`src/core/lsg_cfg_map.vh`:
```
// Constants for the general configuration decoder: offsets, fields, resets, codes
`ifndef LSG_CFG_MAP_VH
`define LSG_CFG_MAP_VH

// Register word offsets (byte addresses)
`define LSG_OFF_FRAME_LO   8'h00
`define LSG_OFF_FRAME_HI   8'h04
`define LSG_OFF_CTRL       8'h08
`define LSG_OFF_NODE_ID    8'h0C
`define LSG_OFF_OPTION     8'h10
`define LSG_OFF_LIMITS     8'h14
`define LSG_OFF_STATUS     8'h18

// Service codes
`define LSG_SVC_SLEEP      8'h00
`define LSG_SVC_UPLOAD     8'h80
`define LSG_SVC_DOWNLOAD   8'h81
`define LSG_SVC_STORE      8'h82

// Parameter group for general configuration
`define LSG_GRP_GENERAL    8'h00

// Option byte bits
`define LSG_OPT_PHASE_BIT  3
`define LSG_OPT_RAMP_BIT   6
`define LSG_OPT_FULL_BIT   7

// Current limit codes on output
`define LSG_LIM_OFF        3'h0
`define LSG_LIM_NONE       3'h1
`define LSG_LIM_60MA       3'h2
`define LSG_LIM_250MA      3'h3
`define LSG_LIM_350MA      3'h4
`define LSG_LIM_500MA      3'h5
`define LSG_LIM_700MA      3'h6

// Reset values
`define LSG_RST_NODE_ID    8'h01
`define LSG_RST_OPTION     8'h00
`define LSG_RST_LIMITS     8'h11

// Control register bits
`define LSG_CTRL_GO_BIT    0

`endif

```
`src/core/lsg_cfg_decoder.v`:
```
// General configuration group decoder for a stepper node, Wishbone slave
//
// Chosen here: the register addresses and the Wishbone register port.
`timescale 1ns/1ps
`include "lsg_cfg_map.vh"

// Behaviour
// - Group 0 addressed frame loads new node id
// - Later frames must match the new id
// - Byte 1 gives phase, ramp, step options
// - Byte 2 upper nibble sets stopped limit
// - Byte 2 lower nibble sets running limit
// - Byte 3 is reserved and ignored
// - Non-sleep requests need matching node id
// - Service byte selects upload, download, store
// - Group selector picks section; store persists
module lsg_cfg_decoder (
    input  wire        clk_i,
    input  wire        rst_i,
    input  wire        cyc_i,
    input  wire        stb_i,
    input  wire        we_i,
    input  wire [7:0]  adr_i,
    input  wire [3:0]  sel_i,
    input  wire [31:0] dat_i,
    output reg  [31:0] dat_o,
    output reg         ack_o,
    output reg  [7:0]  node_id_o,
    output reg         positive_dir_phase_order_o,
    output reg         ramp_enable_bit_o,
    output reg         full_step_select_o,
    output reg  [2:0]  stop_limit_o,
    output reg  [2:0]  run_limit_o,
    output reg         store_req_o
);

    // Register map, one 32-bit word per offset:
    //   FRAME_LO  lanes 0..3 hold data bytes 0..3
    //   FRAME_HI  lane 0 service, lane 1 target node, lane 2 group
    //   CTRL      bit 0 written as 1 executes the held frame
    //   NODE_ID   current node id, read only
    //   OPTION    option byte last loaded, read only
    //   LIMITS    packed stopped and running codes, read only
    //   STATUS    bit 0 accepted, bit 1 rejected, bit 2 unstored change
    // Accepted and rejected clear on a written 1; the unstored flag
    // clears only when a store frame is accepted.
    // Unmapped offsets read zero and drop writes but still answer,
    // so a stray access never hangs the bus.

    // Frame holding registers, written by software before a go strobe
    reg [7:0]  cfg_data_byte0_q;
    reg [7:0]  cfg_data_byte1_q;
    reg [7:0]  cfg_data_byte2_q;
    reg [7:0]  cfg_data_byte3_q;
    reg [7:0]  target_node_field_q;
    reg [7:0]  param_group_select_q;
    reg [7:0]  service_code_field_q;
    // Live configuration, loaded only by an accepted general download
    reg [7:0]  app_option_byte_q;
    reg [7:0]  coil_current_limits_q;
    // One-cycle execute pulse from the control word
    reg        go_q;
    // Status flags, visible in the status word
    reg        accepted_q;
    reg        rejected_q;
    reg        dirty_q;

    // Map a nibble code to the limit encoding; shared by both nibbles
    // Codes 8..F fall back to no limitation, not off, so a corrupt
    // byte cannot drop the holding current of a parked motor.
    function [2:0] lim_decode;
        input [3:0] code;
        input       stopped;
        begin
            case (code)
                4'h0:    lim_decode = stopped ? `LSG_LIM_OFF : `LSG_LIM_NONE;
                4'h1:    lim_decode = `LSG_LIM_NONE;
                4'h2:    lim_decode = `LSG_LIM_NONE;
                4'h3:    lim_decode = `LSG_LIM_60MA;
                4'h4:    lim_decode = `LSG_LIM_250MA;
                4'h5:    lim_decode = `LSG_LIM_350MA;
                4'h6:    lim_decode = `LSG_LIM_500MA;
                4'h7:    lim_decode = `LSG_LIM_700MA;
                default: lim_decode = `LSG_LIM_NONE;   // Codes 8..F undefined, no limit
            endcase
        end
    endfunction

    // Byte-lane merge for a written word
    // Lanes with a clear byte enable keep their old value
    function [7:0] lane;
        input [7:0]  old;
        input [31:0] wd;
        input [3:0]  sel;
        input [1:0]  idx;
        begin
            lane = sel[idx] ? wd[8*idx +: 8] : old;
        end
    endfunction

    // Request decode: ack masks the held strobe so it is taken once
    wire       bus_req   = cyc_i & stb_i & ~ack_o;
    wire       wr_req    = bus_req & we_i;
    // Node match is against the live id, so a changed id governs later frames
    wire       id_match  = (target_node_field_q == node_id_o);
    wire       is_sleep  = (service_code_field_q == `LSG_SVC_SLEEP);
    wire       for_us    = is_sleep | id_match;
    wire       general   = (param_group_select_q == `LSG_GRP_GENERAL);
    wire       do_load   = go_q & for_us & general &
                           (service_code_field_q == `LSG_SVC_DOWNLOAD);
    // Store needs a real match; a sleep broadcast never persists
    wire       do_store  = go_q & id_match & ~is_sleep &
                           (service_code_field_q == `LSG_SVC_STORE);
    wire       do_accept = go_q & for_us;

    // Execute timing: control write taken at edge 0, go stands in
    // cycle 1, held bytes and node id land at edge 1, option and limit outputs follow at edge 2.
    // The next bus request is taken at edge 2 at the earliest, so a
    // frame word rewrite can never overtake a frame in flight.
    // Register writes and frame execution
    always @(posedge clk_i) begin
        if (rst_i) begin
            // Frame words clear; live settings return to power-on values
            cfg_data_byte0_q      <= 8'h00;
            cfg_data_byte1_q      <= 8'h00;
            cfg_data_byte2_q      <= 8'h00;
            cfg_data_byte3_q      <= 8'h00;
            target_node_field_q   <= 8'h00;
            param_group_select_q  <= 8'h00;
            service_code_field_q  <= 8'h00;
            go_q                  <= 1'b0;
            node_id_o             <= `LSG_RST_NODE_ID;
            app_option_byte_q     <= `LSG_RST_OPTION;
            coil_current_limits_q <= `LSG_RST_LIMITS;
            accepted_q            <= 1'b0;
            rejected_q            <= 1'b0;
            dirty_q               <= 1'b0;
            store_req_o           <= 1'b0;
        end else begin
            // Execute pulse and store request, each one cycle wide
            go_q        <= wr_req & (adr_i == `LSG_OFF_CTRL) & sel_i[0] &
                           dat_i[`LSG_CTRL_GO_BIT];
            store_req_o <= do_store;
            // Data word: each lane written only where enabled
            if (wr_req && adr_i == `LSG_OFF_FRAME_LO) begin
                cfg_data_byte0_q <= lane(cfg_data_byte0_q, dat_i, sel_i, 2'd0);
                cfg_data_byte1_q <= lane(cfg_data_byte1_q, dat_i, sel_i, 2'd1);
                cfg_data_byte2_q <= lane(cfg_data_byte2_q, dat_i, sel_i, 2'd2);
                cfg_data_byte3_q <= lane(cfg_data_byte3_q, dat_i, sel_i, 2'd3);
            end
            // Header word: service, target node and group
            if (wr_req && adr_i == `LSG_OFF_FRAME_HI) begin
                service_code_field_q <= lane(service_code_field_q, dat_i, sel_i, 2'd0);
                target_node_field_q  <= lane(target_node_field_q, dat_i, sel_i, 2'd1);
                param_group_select_q <= lane(param_group_select_q, dat_i, sel_i, 2'd2);
            end
            // Status: hardware set wins over the software clear
            if (wr_req && adr_i == `LSG_OFF_STATUS && sel_i[0]) begin
                if (dat_i[0]) accepted_q <= 1'b0;
                if (dat_i[1]) rejected_q <= 1'b0;
            end
            if (do_accept) accepted_q <= 1'b1;
            if (go_q && !for_us) rejected_q <= 1'b1;
            if (do_store) dirty_q <= 1'b0;
            // Only sleep needs no match; sleep never loads parameters
            if (do_load) begin
                node_id_o             <= cfg_data_byte0_q;
                app_option_byte_q     <= cfg_data_byte1_q;
                // Limits stay packed; the nibbles decode at the output stage
                coil_current_limits_q <= cfg_data_byte2_q;
                dirty_q               <= 1'b1;
                // Byte 3 deliberately not consumed
            end
        end
    end

    // Option and limit outputs registered from the stored bytes
    // One edge behind the stored bytes so every output is a flip-flop;
    // a new limit therefore applies one cycle after the id.
    always @(posedge clk_i) begin
        if (rst_i) begin
            // Limits reset to no limitation, matching the limits byte
            positive_dir_phase_order_o <= 1'b0;
            ramp_enable_bit_o          <= 1'b0;
            full_step_select_o         <= 1'b0;
            stop_limit_o               <= `LSG_LIM_NONE;
            run_limit_o                <= `LSG_LIM_NONE;
        end else begin
            positive_dir_phase_order_o <= app_option_byte_q[`LSG_OPT_PHASE_BIT];
            ramp_enable_bit_o          <= app_option_byte_q[`LSG_OPT_RAMP_BIT];
            full_step_select_o         <= app_option_byte_q[`LSG_OPT_FULL_BIT];
            stop_limit_o <= lim_decode(coil_current_limits_q[7:4], 1'b1);
            run_limit_o  <= lim_decode(coil_current_limits_q[3:0], 1'b0);
        end
    end

    // Wishbone answer: ack one cycle after strobe, unmapped reads zero
    // A write lands at the taking edge, the same edge that raises its ack;
    // a read returns the value standing at that same edge.
    always @(posedge clk_i) begin
        if (rst_i) begin
            ack_o <= 1'b0;
            dat_o <= 32'h0000_0000;
        end else begin
            // Read data stands only with the ack, zero otherwise
            ack_o <= bus_req;
            dat_o <= 32'h0000_0000;
            if (bus_req && !we_i) begin
                case (adr_i)
                    `LSG_OFF_FRAME_LO: dat_o <= {cfg_data_byte3_q, cfg_data_byte2_q,
                                                 cfg_data_byte1_q, cfg_data_byte0_q};
                    `LSG_OFF_FRAME_HI: dat_o <= {8'h00, param_group_select_q,
                                                 target_node_field_q, service_code_field_q};
                    `LSG_OFF_NODE_ID:  dat_o <= {24'h00_0000, node_id_o};
                    `LSG_OFF_OPTION:   dat_o <= {24'h00_0000, app_option_byte_q};
                    `LSG_OFF_LIMITS:   dat_o <= {24'h00_0000, coil_current_limits_q};
                    `LSG_OFF_STATUS:   dat_o <= {29'h0000_0000, dirty_q, rejected_q,
                                                 accepted_q};
                    default:           dat_o <= 32'h0000_0000;
                endcase
            end
        end
    end

endmodule // lsg_cfg_decoder

```
`config.mk`:
```
export PLATFORM = sky130hd
export DESIGN_NAME = lsg_cfg_decoder
export DESIGN_NICKNAME = d
export VERILOG_FILES = /design/src/core/lsg_cfg_decoder.v
export VERILOG_INCLUDE_DIRS = /design/src /design/src/core
export SDC_FILE = /design/constraint.sdc
export NUM_CORES = 1
export LEC_CHECK = 0
export ABC_CLOCK_PERIOD_IN_PS = 2700
export BUFFER_PORTS_ARGS = -buffer_cell sky130_fd_sc_hd__buf_4
export CAP_MARGIN = 20
export CORE_MARGIN = 2
export CORE_UTILIZATION = 30
export CTS_CLUSTER_DIAMETER = 200
export DETAILED_ROUTE_END_ITERATION = 16
export PLACE_DENSITY = 0.6
export SYNTH_ARGS = -nofsm -noshare
export SYNTH_HDL_FRONTEND = slang
export SYNTH_SLANG_ARGS = --single-unit
```
`constraint.sdc`:
```
create_clock -name clk_i -period 2.7 [get_ports clk_i]
set_input_delay 0.54 -clock clk_i [delete_from_list [all_inputs] [get_ports clk_i]]
set_output_delay 0.54 -clock clk_i [all_outputs]
set_load 0.02 [all_outputs]
```
# Word level (Yosys, flattened, before mapping)
# Memories as Yosys holds them, arrays and structs flattened. A register that Yosys moved wholly into a read port is not among the register bits.
# Cells that the tools add are included.
# totals
romBits	48
regBits	121
memories	2
in_bits	49
# classes
mux	9
bitwise	16
n_reduce_logical	28
n_eq_ne	9
# mem_list
name	words	word_bits	rd	rd_ports_with_merged_regs	wr	line_no	rtl
(no name shown)	8	3	1	1	0	lsg_cfg_decoder.v:75	case (code)
(no name shown)	8	3	1	1	0	lsg_cfg_decoder.v:75	
# op_table
op	count
32-bit one-hot mux with 6 select lines	1
8-bit by 5-bit equality test with 1-bit output (second input constant)	3
8-bit zero test	3
2-bit AND reduction	9
8-bit by 4-bit equality test with 1-bit output (second input constant)	2
8-bit equality test (second input constant)	2
1-bit AND	12
2-bit nonzero test	5
8-bit by 3-bit equality test with 1-bit output (second input constant)	1
8-bit equality test	1
1-bit 2-to-1 mux	8
1-bit logical AND	6
2-bit OR reduction	3
1-bit NOT	3
1-bit zero test	2
1-bit bitwise OR	1

# Longest topological paths before layout
# logic_depth
ltp_word	7
ltp_mapped	7
ltp_nobuf	5

# Least setup slack after synthesis
# OpenSTA, ideal clock, no wires.
# synth_path
path_kind	input to register
start	input adr_i[3]
end	register cfg_data_byte3_q[0]
slack_ns	0.614
path_buffers	2
stages	7
arrival_time_ns	1.958
cell_sequence	clkbuf_1 > or4_1 > buf_2 > nor2_4 > nand3_2 > mux2i_1 > nor2_1
# synth_between
elab_chain_cells	3
# synth_rtl
item	line_no	rtl
start: declaration	lsg_cfg_decoder.v:23	input wire [7:0] adr_i,
8-bit zero test	--	
1-bit logical AND (no line)	--	
2-bit AND reduction (no line)	--	
end signal: assignment	lsg_cfg_decoder.v:149	cfg_data_byte3_q <= lane(cfg_data_byte3_q, dat_i, sel_i, 2'd3);
end: declaration	lsg_cfg_decoder.v:54	reg [7:0] cfg_data_byte3_q;
# No other way between the ends.
# A chain may end at the register's enable or synchronous reset.

# Final worst setup path
# layout_path
start	register node_id_o[3]
end	register coil_current_limits_q[0]
# layout_between
elab_chain_cells	5
# layout_rtl
item	line_no	rtl
start: declaration	lsg_cfg_decoder.v:28	output reg [7:0] node_id_o,
start signal: assignment	lsg_cfg_decoder.v:132	node_id_o <= `LSG_RST_NODE_ID;
start signal: assignment	lsg_cfg_decoder.v:167	node_id_o <= cfg_data_byte0_q;
8-bit equality test	lsg_cfg_decoder.v:105	wire id_match = (target_node_field_q == node_id_o);
1-bit bitwise OR	lsg_cfg_decoder.v:107	wire for_us = is_sleep | id_match;
1-bit AND (3 in series)	lsg_cfg_decoder.v:109	wire do_load = go_q & for_us & general &
end signal: assignment	lsg_cfg_decoder.v:134	coil_current_limits_q <= `LSG_RST_LIMITS;
end signal: assignment	lsg_cfg_decoder.v:170	coil_current_limits_q <= cfg_data_byte2_q;
end: declaration	lsg_cfg_decoder.v:60	reg [7:0] coil_current_limits_q;
# No other way between the ends.

==> results.md <==
Final layout:
- The number of nets in the layout is roughly 690.
- The fraction of final layout cells with drive strength greater than 1 is between 20% and 30%.
- Compared with the post-synthesis result, the final layout area differs by 31.2%.
- The count of antenna diodes in the layout is 0.
- The share of the core filled with cells in the final layout is between 40% and 50%.
- The filler-free cell count of the finished design is about 870.

Clock tree:
- At the later pin of the worst-skew pair, clock insertion delay measures around 0.43 ns.
- The number of setup buffers added after CTS is 0.
- The hold buffer count at cts is 0.
- The total CTS buffers is 17.
- In this run the clock root is driven by a sky130_fd_sc_hd__clkbuf_16.
- The TritonCTS clock tree is yes.
- The H-tree generated during clock tree synthesis spans 4 levels.
- After clock tree synthesis, the clock-pin slew on the worst setup and hold paths is ~0.060 ns.
- The number of gates resized after CTS was 0.
- The maximum count of clock buffers along a single path is 2.
- CTS saw between 100 and 150 sinks.

Timing:
- Setup repair after global routing left no endpoint under its margin.
- Based on the critical path, the design can be clocked at up to roughly 0.42 GHz.
- The time the final worst path needs with I/O delays and setup is around 2.4 ns.
- At the pin with the least slew margin, the transition time is roughly 0.96 ns.
- The fraction of the cycle the final worst path needs is approximately nine tenths.
- The worst slew margin relative to its limit is 35.7%.
- Setup violations remaining at the end of the flow were counted as 0.
- For the final routed database, the setup TNS stands at 0 ns.
- The final max-slew violation count is 0.
- The number of endpoints with negative hold slack in the final report is 0.
- Across the routed clock network, the largest skew measured is 0.00924 ns.

Die:
- The die span in y is ~130 microns.
- The initial utilization of the core area, before any placement, comes to 30.9%.
- The die area is 18200 sq um.
- The floorplan has 47 rows.
- The floorplan core area is about 17000 sq um.
- The total I/O pin count is 100.
- The horizontal extent of the die is between 100 and 150 microns.

Yosys:
- After synthesis, flip-flops and latches occupy slightly below 50% of the total area.
- The number of library cell types mapped by synthesis is 54.
- The mapped cell area is around 5000 sq um.
- In this run, synthesis produced a sequential element count of 127.
- Summed over all instances, the cell type with the most area after synthesis is sky130_fd_sc_hd__dfxtp_1.
- The commonest cells after synthesis are sky130_fd_sc_hd__dfxtp_1, sky130_fd_sc_hd__nor2_1, sky130_fd_sc_hd__mux2i_1.
- Synthesis produced approximately 530 cells.
- The number of nets in the synthesized netlist is roughly 590.
- For this run, asynchronously set or reset flops after synthesis account for 0%.
- The synthesized design contains 0 enable-type register cells.
- The number of warnings printed during yosys synthesis is 0.
- By area the synthesized netlist is led by sky130_fd_sc_hd__dfxtp_1, sky130_fd_sc_hd__mux2i_1, sky130_fd_sc_hd__nor2_1, sky130_fd_sc_hd__a22oi_1, sky130_fd_sc_hd__a21oi_1.
- The share of synthesized area in the top cell type comes to between 40% and 50%.
- The mean post-synth cell area is between 9 and 10 sq um.
- The most common cell in the netlist is sky130_fd_sc_hd__dfxtp_1.
- In the synthesized netlist the dominant register cell turns out to be sky130_fd_sc_hd__dfxtp_1.

Worst setup path:
- The number of buffers and inverters on the critical path is 1.
- Traced cell by cell, the critical path runs through xor2_1 > nor4_1 > a22oi_1 > buf_4 > nor2_1 > a211o_1.
- On the worst path, the slowest cell contributes a delay of 0.78 ns.
- The capture point of the worst path is coil_current_limits_q[0].
- For the worst setup path, the data arrival time is approximately 2.7 ns.
- For the worst flop-to-flop path, the logic depth is 6.
- The cell class contributing the biggest share of worst-path delay is compound AO/OA/AOI/OAI gates.
- Counting buffers and inverters, the worst setup path is 6 cells deep.
- In this run the critical register-to-register path is launched from node_id_o[3].
- The maximum fanout count along the critical path is 14.
- On the critical path, the stage with the largest delay is an instance of sky130_fd_sc_hd__a22oi_1.
- The worst setup path is captured at a flop.
- The setup check on the worst reg-to-reg path leaves a slack of between 0.3 and 0.4 ns.
- The path type of the worst setup path is flop to flop.
- The critical path launch point type is a flop.
- The start point of the critical path is node_id_o[3].
- The endpoint of the worst-slack reg-to-reg timing path is coil_current_limits_q[0].
- The data required time of the worst path is about 3.0 ns.

Place:
- The wire-length estimate of the detail-placed layout is 10700 microns.
- Buffers placed on the I/O ports in this run total 99.
- The total placed cells including tap cells is between 800 and 900.
- The global placer's final weighted congestion is 0.872.

Route:
- The residual DRC count is 0.
- Dividing the detail-routed wire length by the instance count gives roughly 17 microns.
- The first-pass iteration count of the detailed router is 5.
- The first routing iteration left 364 violations.
- Summed over all layers, the routed wires come to about 15000 microns.
- Dividing the detail-routed via count by the number of cells gives ~5.
- The count of nets left with antenna violations once routing finished came out at 0.
- The number of vias in the routed layout is around 4300.

Global route:
- The via count of the first global-routing pass is ~4200.
- The aggregate global routing overflow is 0.
- The all-layer global routing usage is 16.4%.
- The first-pass GRT wire length is about 23000 microns.
- Entering global routing, the biggest net connects 96 pins.
- The initial antenna violation count is 0.

Power:
- After layout, the design draws a total of 4.46 mW.
- Dividing total power by cell area gives a power density of 662 nW/um^2.
- The static leakage power is 2.97 nW.
- The worst IR drop on VDD is between 0.4 and 0.5 mV.

Status:
- The run finished with clean final reports.

Worst hold path:
- The class of the most critical hold timing path is primary input to flop.

Job:
- The tool flagged a number of max-cap violations equal to 0.
-- cells in the final DEF (no fill, tap or decap), types with 5 or more instances in the layout --
cell	instances
sky130_fd_sc_hd__a21oi_1	26
sky130_fd_sc_hd__a22oi_1	22
sky130_fd_sc_hd__and2_1	8
sky130_fd_sc_hd__buf_4	109
sky130_fd_sc_hd__clkbuf_16	17
sky130_fd_sc_hd__dfxtp_1	127
sky130_fd_sc_hd__ha_1	5
sky130_fd_sc_hd__inv_1	6
sky130_fd_sc_hd__mux2i_1	68
sky130_fd_sc_hd__nand2_1	18
sky130_fd_sc_hd__nand3_1	23
sky130_fd_sc_hd__nand3_2	7
sky130_fd_sc_hd__nor2_1	88
sky130_fd_sc_hd__nor3_1	7
sky130_fd_sc_hd__o21ai_0	24
sky130_fd_sc_hd__o21ai_1	8
sky130_fd_sc_hd__xor2_1	8
-- report_power, final --
| group | switching, mW | internal (mW) |
|---|---|---|
| Clock | 0.865 | 1.57 |
| Combinational | 0.0812 | 0.0658 |
| Sequential | 0.000590 | 1.88 |
-- stage by stage --
stage                     area, sq um  hold WS [ns]  worst slack (ns)
after floorplan                  5140         0.430             0.614
after global placement           6110         0.443             0.349
after detailed placement         6110         0.438             0.310
after CTS                        6740         0.352             0.309
after global routing             6740         0.351             0.225
final                            6740         0.359             0.318
-- flip-flops by register name, indices dropped and copies added, names as in the netlist, 3 cells and up --
signal / cells
target_node_field_q: 8
coil_current_limits_q: 8
param_group_select_q: 8
node_id_o: 8
stop_limit_o: 3
app_option_byte_q: 8
cfg_data_byte3_q: 8
run_limit_o: 3
dat_o: 32
cfg_data_byte0_q: 8
service_code_field_q: 8
cfg_data_byte1_q: 8
cfg_data_byte2_q: 8
-- worst min-delay path, cell delays in order --
cell and delay, ns:
sky130_fd_sc_hd__buf_4 0.08, sky130_fd_sc_hd__mux2i_1 0.05, sky130_fd_sc_hd__nor2_1 0.07
-- cell families after synthesis --
logic type	after synthesis	synth area share, %
AND/OR/NAND/NOR	192	19.6
flip-flops	127	49.5
AO/OA/AOI/OAI	96	11.5
multiplexers	69	13.5
buffers and inverters	36	3.19
XOR/XNOR	9	1.53
adder cells (fa/ha/maj)	5	1.22
-- final cells by class --
cell class	count	area (sq um)
fill	1638	9900
sequential	127	2540
multi-input combinational	371	2430
timing repair buffer	110	838
clock buffer	20	447
tap	220	275
clock inverter	12	184
inverter	6	22.5
-- worst min path at each step --
stage	start	to	slack, ns	depth (start not counted)
6_report	dat_i[6]	cfg_data_byte0_q[6]	0.36	3
5_1_grt	dat_i[16]	cfg_data_byte2_q[0]	0.35	3
4_1_cts	dat_i[24]	cfg_data_byte3_q[0]	0.35	3
3_5_place_dp	cfg_data_byte3_q[2]	dat_o[26]	0.44	1
3_3_place_gp	cfg_data_byte3_q[7]	dat_o[31]	0.44	1
2_1_floorplan	cfg_data_byte3_q[0]	dat_o[24]	0.43	1
-- routing by layer --
layer | track usage (%) | vias up | wire (microns) | share of wire (%)
met5 | 0 | - | 0 | 0
met4 | 6.96 | 0 | 341 | 2.3
met3 | 4.65 | 28 | 853 | 5.8
met2 | 26.1 | 152 | 6920 | 47
met1 | 20.9 | 2047 | 6700 | 45
li1 | - | 2087 | - | -
(Power assumes the default switching activity.)
